**src/isw_pkg.sv**
```systemverilog
package isw_pkg;

    // ------------------------------------------------------------------
    // Timing
    // ------------------------------------------------------------------
    localparam int CLK_PERIOD_NS   = 10;
    localparam int INSTR_PERIOD_NS = 40;
    localparam int CLKS_PER_INSTR  = (INSTR_PERIOD_NS + CLK_PERIOD_NS - 1) / CLK_PERIOD_NS;
    localparam int LAT_TICKS       = 3;

    // ------------------------------------------------------------------
    // Register byte offsets
    // ------------------------------------------------------------------
    localparam logic [7:0] OFS_CTL  = 8'h00;
    localparam logic [7:0] OFS_PFA  = 8'h04;
    localparam logic [7:0] OFS_PFB  = 8'h08;
    localparam logic [7:0] OFS_PEA  = 8'h0C;
    localparam logic [7:0] OFS_PEB  = 8'h10;
    localparam logic [7:0] OFS_STAT = 8'h14;

    // ------------------------------------------------------------------
    // Field positions
    // ------------------------------------------------------------------
    localparam int CTL_CHG_FLAG  = 0;
    localparam int CTL_EDGE_FLAG = 1;
    localparam int CTL_TMR_FLAG  = 2;
    localparam int CTL_CHG_EN    = 3;
    localparam int CTL_EDGE_EN   = 4;
    localparam int CTL_TMR_EN    = 5;
    localparam int CTL_PERIPH_EN = 6;
    localparam int CTL_GIE       = 7;
    localparam int STAT_PD       = 3;
    localparam int STAT_TO       = 4;

    // ------------------------------------------------------------------
    // Source counts and reset values
    // ------------------------------------------------------------------
    localparam int NUM_SRC    = 14;
    localparam int CORE_SRC   = 3;
    localparam int PFA_BITS   = 8;
    localparam int PFB_BITS   = 3;
    localparam int PERIPH_SRC = PFA_BITS + PFB_BITS;
    localparam int CHG_PINS   = 4;

    localparam logic [2:0]  CTL_FLAG_RST = 3'h0;
    localparam logic [2:0]  CTL_EN_RST   = 3'h0;
    localparam logic [10:0] PERIPH_RST   = 11'h000;
    localparam logic        PD_RST       = 1'b1;
    localparam logic        TO_RST       = 1'b1;
    localparam logic [15:0] VECTOR_ADDR  = 16'h0004;

    // ------------------------------------------------------------------
    // Types
    // ------------------------------------------------------------------
    typedef enum logic [1:0] {
        ISW_IDLE = 2'b01,
        ISW_WAIT = 2'b10
    } isw_vect_e;

    typedef struct packed {
        logic        vector_req;
        logic        push_return;
        logic [15:0] pc_load_addr;
    } isw_core_s;

    typedef struct packed {
        logic asleep;
        logic osc_stop;
        logic io_hold;
        logic wdt_clear;
        logic wake;
    } isw_pwr_s;

endpackage

```
**src/isw_top.sv**
```systemverilog
// Local design decisions: the register offsets and the AHB-Lite slave port.
`timescale 1ns/100ps
module isw_top #(
    parameter int          CLKS_PER_INSTR = isw_pkg::CLKS_PER_INSTR,
    parameter int          LAT_TICKS      = isw_pkg::LAT_TICKS,
    parameter logic [10:0] WAKE_MASK      = 11'h7FF
) (
    // Clock and reset
    input  wire logic                          clk,
    input  wire logic                          rst_n,
    // AHB-Lite slave
    input  wire logic                          hsel,
    input  wire logic [7:0]                    haddr,
    input  wire logic [1:0]                    htrans,
    input  wire logic                          hwrite,
    input  wire logic [2:0]                    hsize,
    input  wire logic [31:0]                   hwdata,
    input  wire logic                          hready,
    output logic                               hreadyout,
    output logic                               hresp,
    output logic [31:0]                        hrdata,
    // Event sources
    input  wire logic                          edge_pin,
    input  wire logic [isw_pkg::CHG_PINS-1:0]  port_change_pins,
    input  wire logic                          timer_zero_evt,
    input  wire logic [isw_pkg::PERIPH_SRC-1:0] periph_evt,
    input  wire logic                          wdt_timeout,
    // Core sequencing
    input  wire logic                          sleep_op,
    input  wire logic                          return_from_irq_op,
    output isw_pkg::isw_core_s                 core_out,
    output logic                               instr_tick,
    // Power control
    output isw_pkg::isw_pwr_s                  pwr_out,
    output logic                               wake_req
);

    // ------------------------------------------------------------------
    // Elaboration checks
    // ------------------------------------------------------------------
    if (CLKS_PER_INSTR < 1 || CLKS_PER_INSTR > 256) begin : g_bad_div
        $error("CLKS_PER_INSTR must lie in 1..256");
    end
    if (LAT_TICKS < 1 || LAT_TICKS > 16) begin : g_bad_lat
        $error("LAT_TICKS must lie in 1..16");
    end

    localparam int PINS = isw_pkg::CHG_PINS + 1;
    localparam int LAT_MAX_CYC = 24;

    // ------------------------------------------------------------------
    // State
    // ------------------------------------------------------------------
    logic [2:0]                     ctl_flags;
    logic [2:0]                     ctl_en;
    logic                           periph_en;
    logic                           global_irq_enable;
    logic [isw_pkg::PERIPH_SRC-1:0] pflags;
    logic [isw_pkg::PERIPH_SRC-1:0] penables;
    logic                           power_down_flag;
    logic                           time_out_flag;
    logic                           asleep;
    logic [7:0]                     div_cnt;
    logic [3:0]                     lat_cnt;
    isw_pkg::isw_vect_e             vstate;
    logic                           wr_pend;
    logic [7:0]                     wr_addr;
    logic [PINS-1:0]                s1;
    logic [PINS-1:0]                s2;
    logic [PINS-1:0]                s3;
    logic [PINS-1:0]                filt;
    logic [PINS-1:0]                pin_evt;

    // ------------------------------------------------------------------
    // Pin synchronisers
    // ------------------------------------------------------------------
    logic [PINS-1:0] pins_in;
    assign pins_in = {port_change_pins, edge_pin};

    // Three stages per pin; a change counts only once stages two and three agree.
    for (genvar i = 0; i < PINS; i++) begin : g_sync
        always_ff @(posedge clk) begin
            if (!rst_n) begin
                s1[i]      <= 1'b0;
                s2[i]      <= 1'b0;
                s3[i]      <= 1'b0;
                filt[i]    <= 1'b0;
                pin_evt[i] <= 1'b0;
            end else begin
                s1[i]      <= pins_in[i];
                s2[i]      <= s1[i];
                s3[i]      <= s2[i];
                pin_evt[i] <= (s2[i] == s3[i]) && (s3[i] != filt[i]);
                if (s2[i] == s3[i]) begin
                    filt[i] <= s3[i];
                end
            end
        end
    end

    // ------------------------------------------------------------------
    // Event set terms
    // ------------------------------------------------------------------
    logic                           edge_set;
    logic                           change_set;
    logic                           timer_set;
    logic [isw_pkg::PERIPH_SRC-1:0] periph_set;

    // Edge pin counts rising edges of the filtered level; port pins any change.
    assign edge_set   = pin_evt[0] && filt[0];
    assign change_set = |pin_evt[PINS-1:1];
    // clockless sources only
    // The timer needs the on-chip clock, so it cannot flag while asleep.
    assign timer_set  = timer_zero_evt && !asleep;
    assign periph_set = periph_evt & (asleep ? WAKE_MASK : {isw_pkg::PERIPH_SRC{1'b1}});

    // ------------------------------------------------------------------
    // Request combining
    // ------------------------------------------------------------------
    logic core_pend;
    logic periph_pend;
    logic any_pend;
    logic irq_req;
    logic vect_fire;

    assign periph_pend = periph_en && (|(pflags & penables));
    assign core_pend   = |(ctl_flags & ctl_en);
    assign any_pend    = core_pend || periph_pend;
    assign irq_req     = global_irq_enable && any_pend;

    // clockless wake term
    // Pure gates on held flops so the request survives a stopped clock.
    always_comb begin
        wake_req = periph_en && (|(pflags & penables & WAKE_MASK));
        wake_req = wake_req
                || (ctl_flags[isw_pkg::CTL_EDGE_FLAG] && ctl_en[isw_pkg::CTL_EDGE_FLAG])
                || (ctl_flags[isw_pkg::CTL_CHG_FLAG] && ctl_en[isw_pkg::CTL_CHG_FLAG]);
    end

    // ------------------------------------------------------------------
    // Instruction-cycle divider
    // ------------------------------------------------------------------
    // oscillator stops asleep
    always_ff @(posedge clk) begin
        if (!rst_n) begin
            div_cnt    <= 8'h00;
            instr_tick <= 1'b0;
        end else if (asleep) begin
            div_cnt    <= 8'h00;
            instr_tick <= 1'b0;
        end else if (div_cnt == 8'(CLKS_PER_INSTR - 1)) begin
            div_cnt    <= 8'h00;
            instr_tick <= 1'b1;
        end else begin
            div_cnt    <= div_cnt + 8'h01;
            instr_tick <= 1'b0;
        end
    end

    // ------------------------------------------------------------------
    // Vector latency sequencer
    // ------------------------------------------------------------------
    // enabled request vectors
    // three to four cycles
    // The request is captured on an instruction boundary and vectored a fixed
    // number of boundaries later, so instruction length does not matter.
    assign vect_fire = (vstate == isw_pkg::ISW_WAIT) && instr_tick && irq_req
                    && (lat_cnt == 4'(LAT_TICKS - 1));

    always_ff @(posedge clk) begin
        if (!rst_n) begin
            vstate  <= isw_pkg::ISW_IDLE;
            lat_cnt <= 4'h0;
        end else begin
            case (vstate)
                isw_pkg::ISW_IDLE: begin
                    if (instr_tick && irq_req) begin
                        vstate  <= isw_pkg::ISW_WAIT;
                        lat_cnt <= 4'h0;
                    end
                end
                isw_pkg::ISW_WAIT: begin
                    if (!irq_req || vect_fire) begin
                        vstate <= isw_pkg::ISW_IDLE;
                    end else if (instr_tick) begin
                        lat_cnt <= lat_cnt + 4'h1;
                    end
                end
                default: begin
                    vstate <= isw_pkg::ISW_IDLE;
                end
            endcase
        end
    end

    always_ff @(posedge clk) begin
        if (!rst_n) begin
            core_out <= '0;
        end else begin
            core_out.vector_req  <= vect_fire;
            core_out.push_return <= vect_fire;
            if (vect_fire) begin
                core_out.pc_load_addr <= isw_pkg::VECTOR_ADDR;
            end
        end
    end

    // ------------------------------------------------------------------
    // AHB-Lite slave
    // ------------------------------------------------------------------
    logic        addr_ok;
    logic        wr_ctl;
    logic        wr_pfa;
    logic        wr_pfb;
    logic        wr_pea;
    logic        wr_peb;
    logic [31:0] rd_mux;

    assign addr_ok   = hsel && htrans[1] && hready;
    assign hreadyout = 1'b1;
    assign hresp     = 1'b0;
    assign wr_ctl    = wr_pend && (wr_addr == isw_pkg::OFS_CTL);
    assign wr_pfa    = wr_pend && (wr_addr == isw_pkg::OFS_PFA);
    assign wr_pfb    = wr_pend && (wr_addr == isw_pkg::OFS_PFB);
    assign wr_pea    = wr_pend && (wr_addr == isw_pkg::OFS_PEA);
    assign wr_peb    = wr_pend && (wr_addr == isw_pkg::OFS_PEB);

    // Read data is sampled in the address phase; zero wait states throughout.
    always_comb begin
        rd_mux = 32'h0000_0000;
        case (haddr)
            isw_pkg::OFS_CTL:  rd_mux[7:0] = {global_irq_enable, periph_en, ctl_en, ctl_flags};
            isw_pkg::OFS_PFA:  rd_mux[7:0] = pflags[isw_pkg::PFA_BITS-1:0];
            isw_pkg::OFS_PFB:  rd_mux[2:0] = pflags[isw_pkg::PERIPH_SRC-1:isw_pkg::PFA_BITS];
            isw_pkg::OFS_PEA:  rd_mux[7:0] = penables[isw_pkg::PFA_BITS-1:0];
            isw_pkg::OFS_PEB:  rd_mux[2:0] = penables[isw_pkg::PERIPH_SRC-1:isw_pkg::PFA_BITS];
            isw_pkg::OFS_STAT: begin
                rd_mux[isw_pkg::STAT_PD] = power_down_flag;
                rd_mux[isw_pkg::STAT_TO] = time_out_flag;
            end
            default:           rd_mux = 32'h0000_0000;
        endcase
    end

    always_ff @(posedge clk) begin
        if (!rst_n) begin
            wr_pend <= 1'b0;
            wr_addr <= 8'h00;
            hrdata  <= 32'h0000_0000;
        end else begin
            wr_pend <= addr_ok && hwrite;
            if (addr_ok) begin
                wr_addr <= haddr;
            end
            if (addr_ok && !hwrite) begin
                hrdata <= rd_mux;
            end
        end
    end

    // ------------------------------------------------------------------
    // Flag and enable registers
    // ------------------------------------------------------------------
    // set regardless of enables
    // A hardware set in the cycle of a software clear wins.
    always_ff @(posedge clk) begin
        if (!rst_n) begin
            ctl_flags <= isw_pkg::CTL_FLAG_RST;
            pflags    <= isw_pkg::PERIPH_RST;
        end else begin
            ctl_flags <= (wr_ctl ? hwdata[isw_pkg::CTL_TMR_FLAG:isw_pkg::CTL_CHG_FLAG] : ctl_flags)
                       | {timer_set, edge_set, change_set};
            pflags    <= {wr_pfb ? hwdata[isw_pkg::PFB_BITS-1:0]
                                 : pflags[isw_pkg::PERIPH_SRC-1:isw_pkg::PFA_BITS],
                          wr_pfa ? hwdata[isw_pkg::PFA_BITS-1:0]
                                 : pflags[isw_pkg::PFA_BITS-1:0]}
                       | periph_set;
        end
    end

    // Enables are plain software state.
    always_ff @(posedge clk) begin
        if (!rst_n) begin
            ctl_en    <= isw_pkg::CTL_EN_RST;
            periph_en <= 1'b0;
            penables  <= isw_pkg::PERIPH_RST;
        end else begin
            if (wr_ctl) begin
                ctl_en    <= hwdata[isw_pkg::CTL_TMR_EN:isw_pkg::CTL_CHG_EN];
                periph_en <= hwdata[isw_pkg::CTL_PERIPH_EN];
            end
            if (wr_pea) begin
                penables[isw_pkg::PFA_BITS-1:0] <= hwdata[isw_pkg::PFA_BITS-1:0];
            end
            if (wr_peb) begin
                penables[isw_pkg::PERIPH_SRC-1:isw_pkg::PFA_BITS] <= hwdata[isw_pkg::PFB_BITS-1:0];
            end
        end
    end

    // return sets enable
    // Accepting a vector outranks a return in the same cycle.
    always_ff @(posedge clk) begin
        if (!rst_n) begin
            global_irq_enable <= 1'b0;
        end else if (vect_fire) begin
            global_irq_enable <= 1'b0;
        end else if (return_from_irq_op) begin
            global_irq_enable <= 1'b1;
        end else if (wr_ctl) begin
            global_irq_enable <= hwdata[isw_pkg::CTL_GIE];
        end
    end

    // ------------------------------------------------------------------
    // Sleep and wake control
    // ------------------------------------------------------------------
    logic sleep_go;
    logic wake_go;

    assign sleep_go = sleep_op && !asleep && !any_pend;
    // no vector when global enable clear
    // prefetched instruction runs first
    // Wake only clears the sleep state; vectoring follows through the normal
    // sequencer, which already demands a set global enable.
    assign wake_go  = asleep && (wake_req || wdt_timeout);

    always_ff @(posedge clk) begin
        if (!rst_n) begin
            asleep  <= 1'b0;
            pwr_out <= '0;
        end else begin
            pwr_out.wdt_clear <= sleep_go;
            pwr_out.wake      <= wake_go;
            if (sleep_go) begin
                asleep <= 1'b1;
            end else if (wake_go) begin
                asleep <= 1'b0;
            end
            pwr_out.asleep   <= sleep_go || (asleep && !wake_go);
            pwr_out.osc_stop <= sleep_go || (asleep && !wake_go);
            pwr_out.io_hold  <= sleep_go || (asleep && !wake_go);
        end
    end

    always_ff @(posedge clk) begin
        if (!rst_n) begin
            power_down_flag <= isw_pkg::PD_RST;
            time_out_flag   <= isw_pkg::TO_RST;
        end else if (sleep_go) begin
            power_down_flag <= 1'b0;
            time_out_flag   <= 1'b1;
        end else if (asleep && wdt_timeout) begin
            time_out_flag   <= 1'b0;
        end
    end
endmodule

```
**config.mk**
```make
export PLATFORM = sky130hd
export DESIGN_NAME = isw_top
export DESIGN_NICKNAME = d
export VERILOG_FILES = /design/src/isw_pkg.sv /design/src/isw_top.sv
export SDC_FILE = /design/constraint.sdc
export NUM_CORES = 1
export LEC_CHECK = 0
export ABC_AREA = 0
export BUFFER_PORTS_ARGS = -buffer_cell sky130_fd_sc_hd__buf_4
export CAP_MARGIN = 40
export CORE_AREA = 2 2 94 96
export DETAILED_ROUTE_END_ITERATION = 8
export DIE_AREA = 0 0 96 98
export HOLD_SLACK_MARGIN = 0.15
export PLACE_DENSITY = 0.76
export SLEW_MARGIN = 25
export SYNTH_ARGS = -nofsm -noshare
export SYNTH_HDL_FRONTEND = slang
export SYNTH_SLANG_ARGS = --single-unit
```
**constraint.sdc**
```tcl
create_clock -name clk -period 2.9 [get_ports clk]
set_clock_uncertainty 0.15 [all_clocks]
set_input_delay 0.29 -clock clk [delete_from_list [all_inputs] [get_ports clk]]
set_output_delay 0.29 -clock clk [all_outputs]
set_load 0.03 [all_outputs]
```
==> results.yml <==
global_route:
  busiest_layer: "met2"
  grt_max_degree: 56
  grt_use_total: 0.192
  first_global_vias: 3232
  use_met1: 0.229
  grtUsageMet3: 0.0625
  grt_overflow: 0
  grt.met2_usage: 0.329
  antenna_found_initial: 0
  grt_pass1_wl_mm: 14.3
finish:
  final_core_util: 0.619
  drive_gt1_frac: 0.161
  fillers: 724
  syn_to_final_growth_pct: 24.7
  n_antenna_cell: 0
  nNetsFinal: 646
timing:
  fmax_mhz: 362
  tightest_slew_ns: 0.689
  period_minus_slack_ns: 2.76
  maxSlewHeadroom: 0.539
  fin_crit_sh: 0.952
  setup_tns_ns: 0
  finalSetupViolCount: 0
  finalHoldViolations: 0
  final_max_slew_viol_count: 0
  rsz0062_at_grt: "false"
detailed_routing:
  dr.pass1.iters: 4
  wl_mm: 8.70
  drt-vias-per-instance: 5.01
  antenna_left: 0
  via_count: 3435
  routedWlPerCell_um: 12.7
  drtIter0Drc: 163
  route.detailed.drc: 0
setup_path:
  cp_max_fo: 8
  r2r_start: "wr_addr[5]"
  path_class: "reg2reg"
  cp.arrival_ns: 2.87
  crit_required_ns: 3.01
  regToRegSetupSlack_ns: 0.14
  r2r_end: "pflags[7]"
  startpoint_type: "flop"
  endpoint_kind: "flop"
  r2r.worst_path.cells: 7
outcome:
  status: "completed"
logic_synthesis:
  netlist.area_leader.share: 0.452
  synth_most_common_cell: "dfxtp_1"
  ys.flop_type: "dfxtp_1"
  synth_edf_count: 0
  yosysTopAreaCell: "dfxtp_1"
  yosysUniqueCellTypes: 45
  syn_area_um2: 4200
  synth_common_cells: "95 x dfxtp_1, 48 x nor2_1, 44 x buf_4, 40 x nand2_1, 35 x a21oi_1"
  synth_area_leaders: "dfxtp_1 45%, buf_4 7.9%, mux2i_1 7.6%"
  syn_avg_cell_area_um2: 8.89
  ys_seq_area_frac: 0.452
  synth_seq_cells: 95
  synthCells: 473
  yosys_warnings: 0
  async_flop_share: 0
floorplan:
  coreArea_um2: 8470
  fp.dieW_um: 96
  io_pins: 129
  die_area_um2: 9410
  die_height_um: 98
  core.rowCount: 34
  start_util: 0.497
cts:
  cts_tree: "built"
  clk_pin_slew_worst_paths_ns: 0.09
  worstSkewPairLatency_ns: 0.37
  cts_root_buffer: "clkbuf_8"
  clock-sinks: 95
  numCtsBuffers: 9
  htree_levels: 3
  cts_resized: 0
  holdBufCountCts: 48
  post_cts_buffers: 0
  clockBufferDepth: 2
hold_path:
  hold_start: "sleep_op"
  holdPathEnd: "pwr_out[1]"
  hold_class: "in2reg"
  hold_depth: 3
power_and_ir_drop:
  peakVddDrop_uv: 328
  p_leak_nw: 2.30
  finalPower_w: 0.00259
  power_density_nw_per_um2: 494
placement:
  io_buffers: 59
  gp_congestion: 0.835
  dpl.hpwl_mm: 6.02
job:
  cap_viol_max_count: 0
[layout by cell type (no fill, tap or decap), drive strengths merged, types with 2 or more instances in the layout]
cell         count
mux2             9
nand2b           4
o21ai           16
nand3           11
o211ai           6
a21o             2
and2            16
a22oi           10
nor3b            4
nor2b            3
ha               3
a31oi            8
nand4b           2
nor3             6
mux2i           32
buf             62
o22ai            2
or4              3
and3             4
dfxtp           95
nand4            2
o32ai            2
xor2             5
dlygate4sd3     48
nor2            48
inv             29
nand2           40
clkbuf           9
nor4b            2
or2              2
a21oi           35
conb            41
nor4             6
[per-stage QoR]
stage | hold WS [ns] | setup slack [ns] | area [um^2] | cells
3_5_place_dp | 0.267 | 0.697 | 4550 | 622
5_1_grt | 0.238 | 0.0216 | 5240 | 686
6_report | 0.235 | 0.138 | 5240 | 686
4_1_cts | 0.226 | 0.154 | 5240 | 686
3_3_place_gp | 0.263 | 0.723 | 4550 | 622
2_1_floorplan | 0.262 | 0.856 | 4350 | 512
[worst max-delay path by stage]
stage                     startpoint  depth (start not counted)         to
after floorplan           wr_addr[5]                          6  pflags[0]
after global placement    wr_addr[5]                          6  pflags[6]
after detailed placement  wr_addr[5]                          6  pflags[6]
after CTS                 wr_addr[5]                          7  pflags[1]
after global routing      wr_addr[5]                          7  pflags[7]
final                     wr_addr[5]                          7  pflags[7]
[state kept, by name (all words and copies together), names as in the netlist, 2 cells and up]
| register | flops |
|---|---|
| s2 | 5 |
| penables | 11 |
| pin_evt | 5 |
| hrdata | 8 |
| pwr_out | 3 |
| ctl_en | 3 |
| filt | 5 |
| core_out | 2 |
| div_cnt | 8 |
| wr_addr | 8 |
| lat_cnt | 4 |
| vstate | 2 |
| s3 | 5 |
| pflags | 11 |
| s1 | 5 |
| ctl_flags | 3 |
[power by group]
part | internal, W | total [W] | switching [W]
registers | 0.00134 | 0.00137 | 0.0000290
clock network | 0.000416 | 0.000907 | 0.000490
logic | 0.000133 | 0.000311 | 0.000178
[layer usage]
metal | routed length [um] | share of wire
met2 | 4410 | 0.51
met3 | 524 | 0.060
met5 | 0 | 0
met1 | 3670 | 0.42
met4 | 102 | 0.012
[critical path, stage by stage (launching register included)]
cell and delay [ns]:
dfxtp_1 0.33, or4_1 0.54, or3_4 0.37, nor3b_2 0.16, buf_4 0.23, mux2i_1 0.20, a21oi_1 0.08, dlygate4sd3_1 0.59
[cell families (layout without fill, tap and decap cells)]
| logic type | Yosys count | in the layout | share of synthesized area |
|---|---|---|---|
| simple gates | 158 | 158 | 0.190 |
| flops | 95 | 95 | 0.452 |
| compound gates | 84 | 84 | 0.118 |
| buf+inv | 84 | 150 | 0.116 |
| mux | 41 | 41 | 0.100 |
| xor+xnor | 6 | 6 | 0.0125 |
| fa+ha+maj | 3 | 3 | 0.00893 |
| other cells | 2 | 41 | 0.00179 |
[cell type report]
cell class,count,area [um^2],share of cell area
multi-input combinational,333,1960,0.374
inverter,24,90.1,0.0172
clock buffer,9,124,0.0236
clock inverter,7,83.8,0.0160
sequential,95,1900,0.363
timing repair buffer,110,946,0.180
tap,108,135,0.0258
Note: power is estimated with default switching activity, not from simulation.
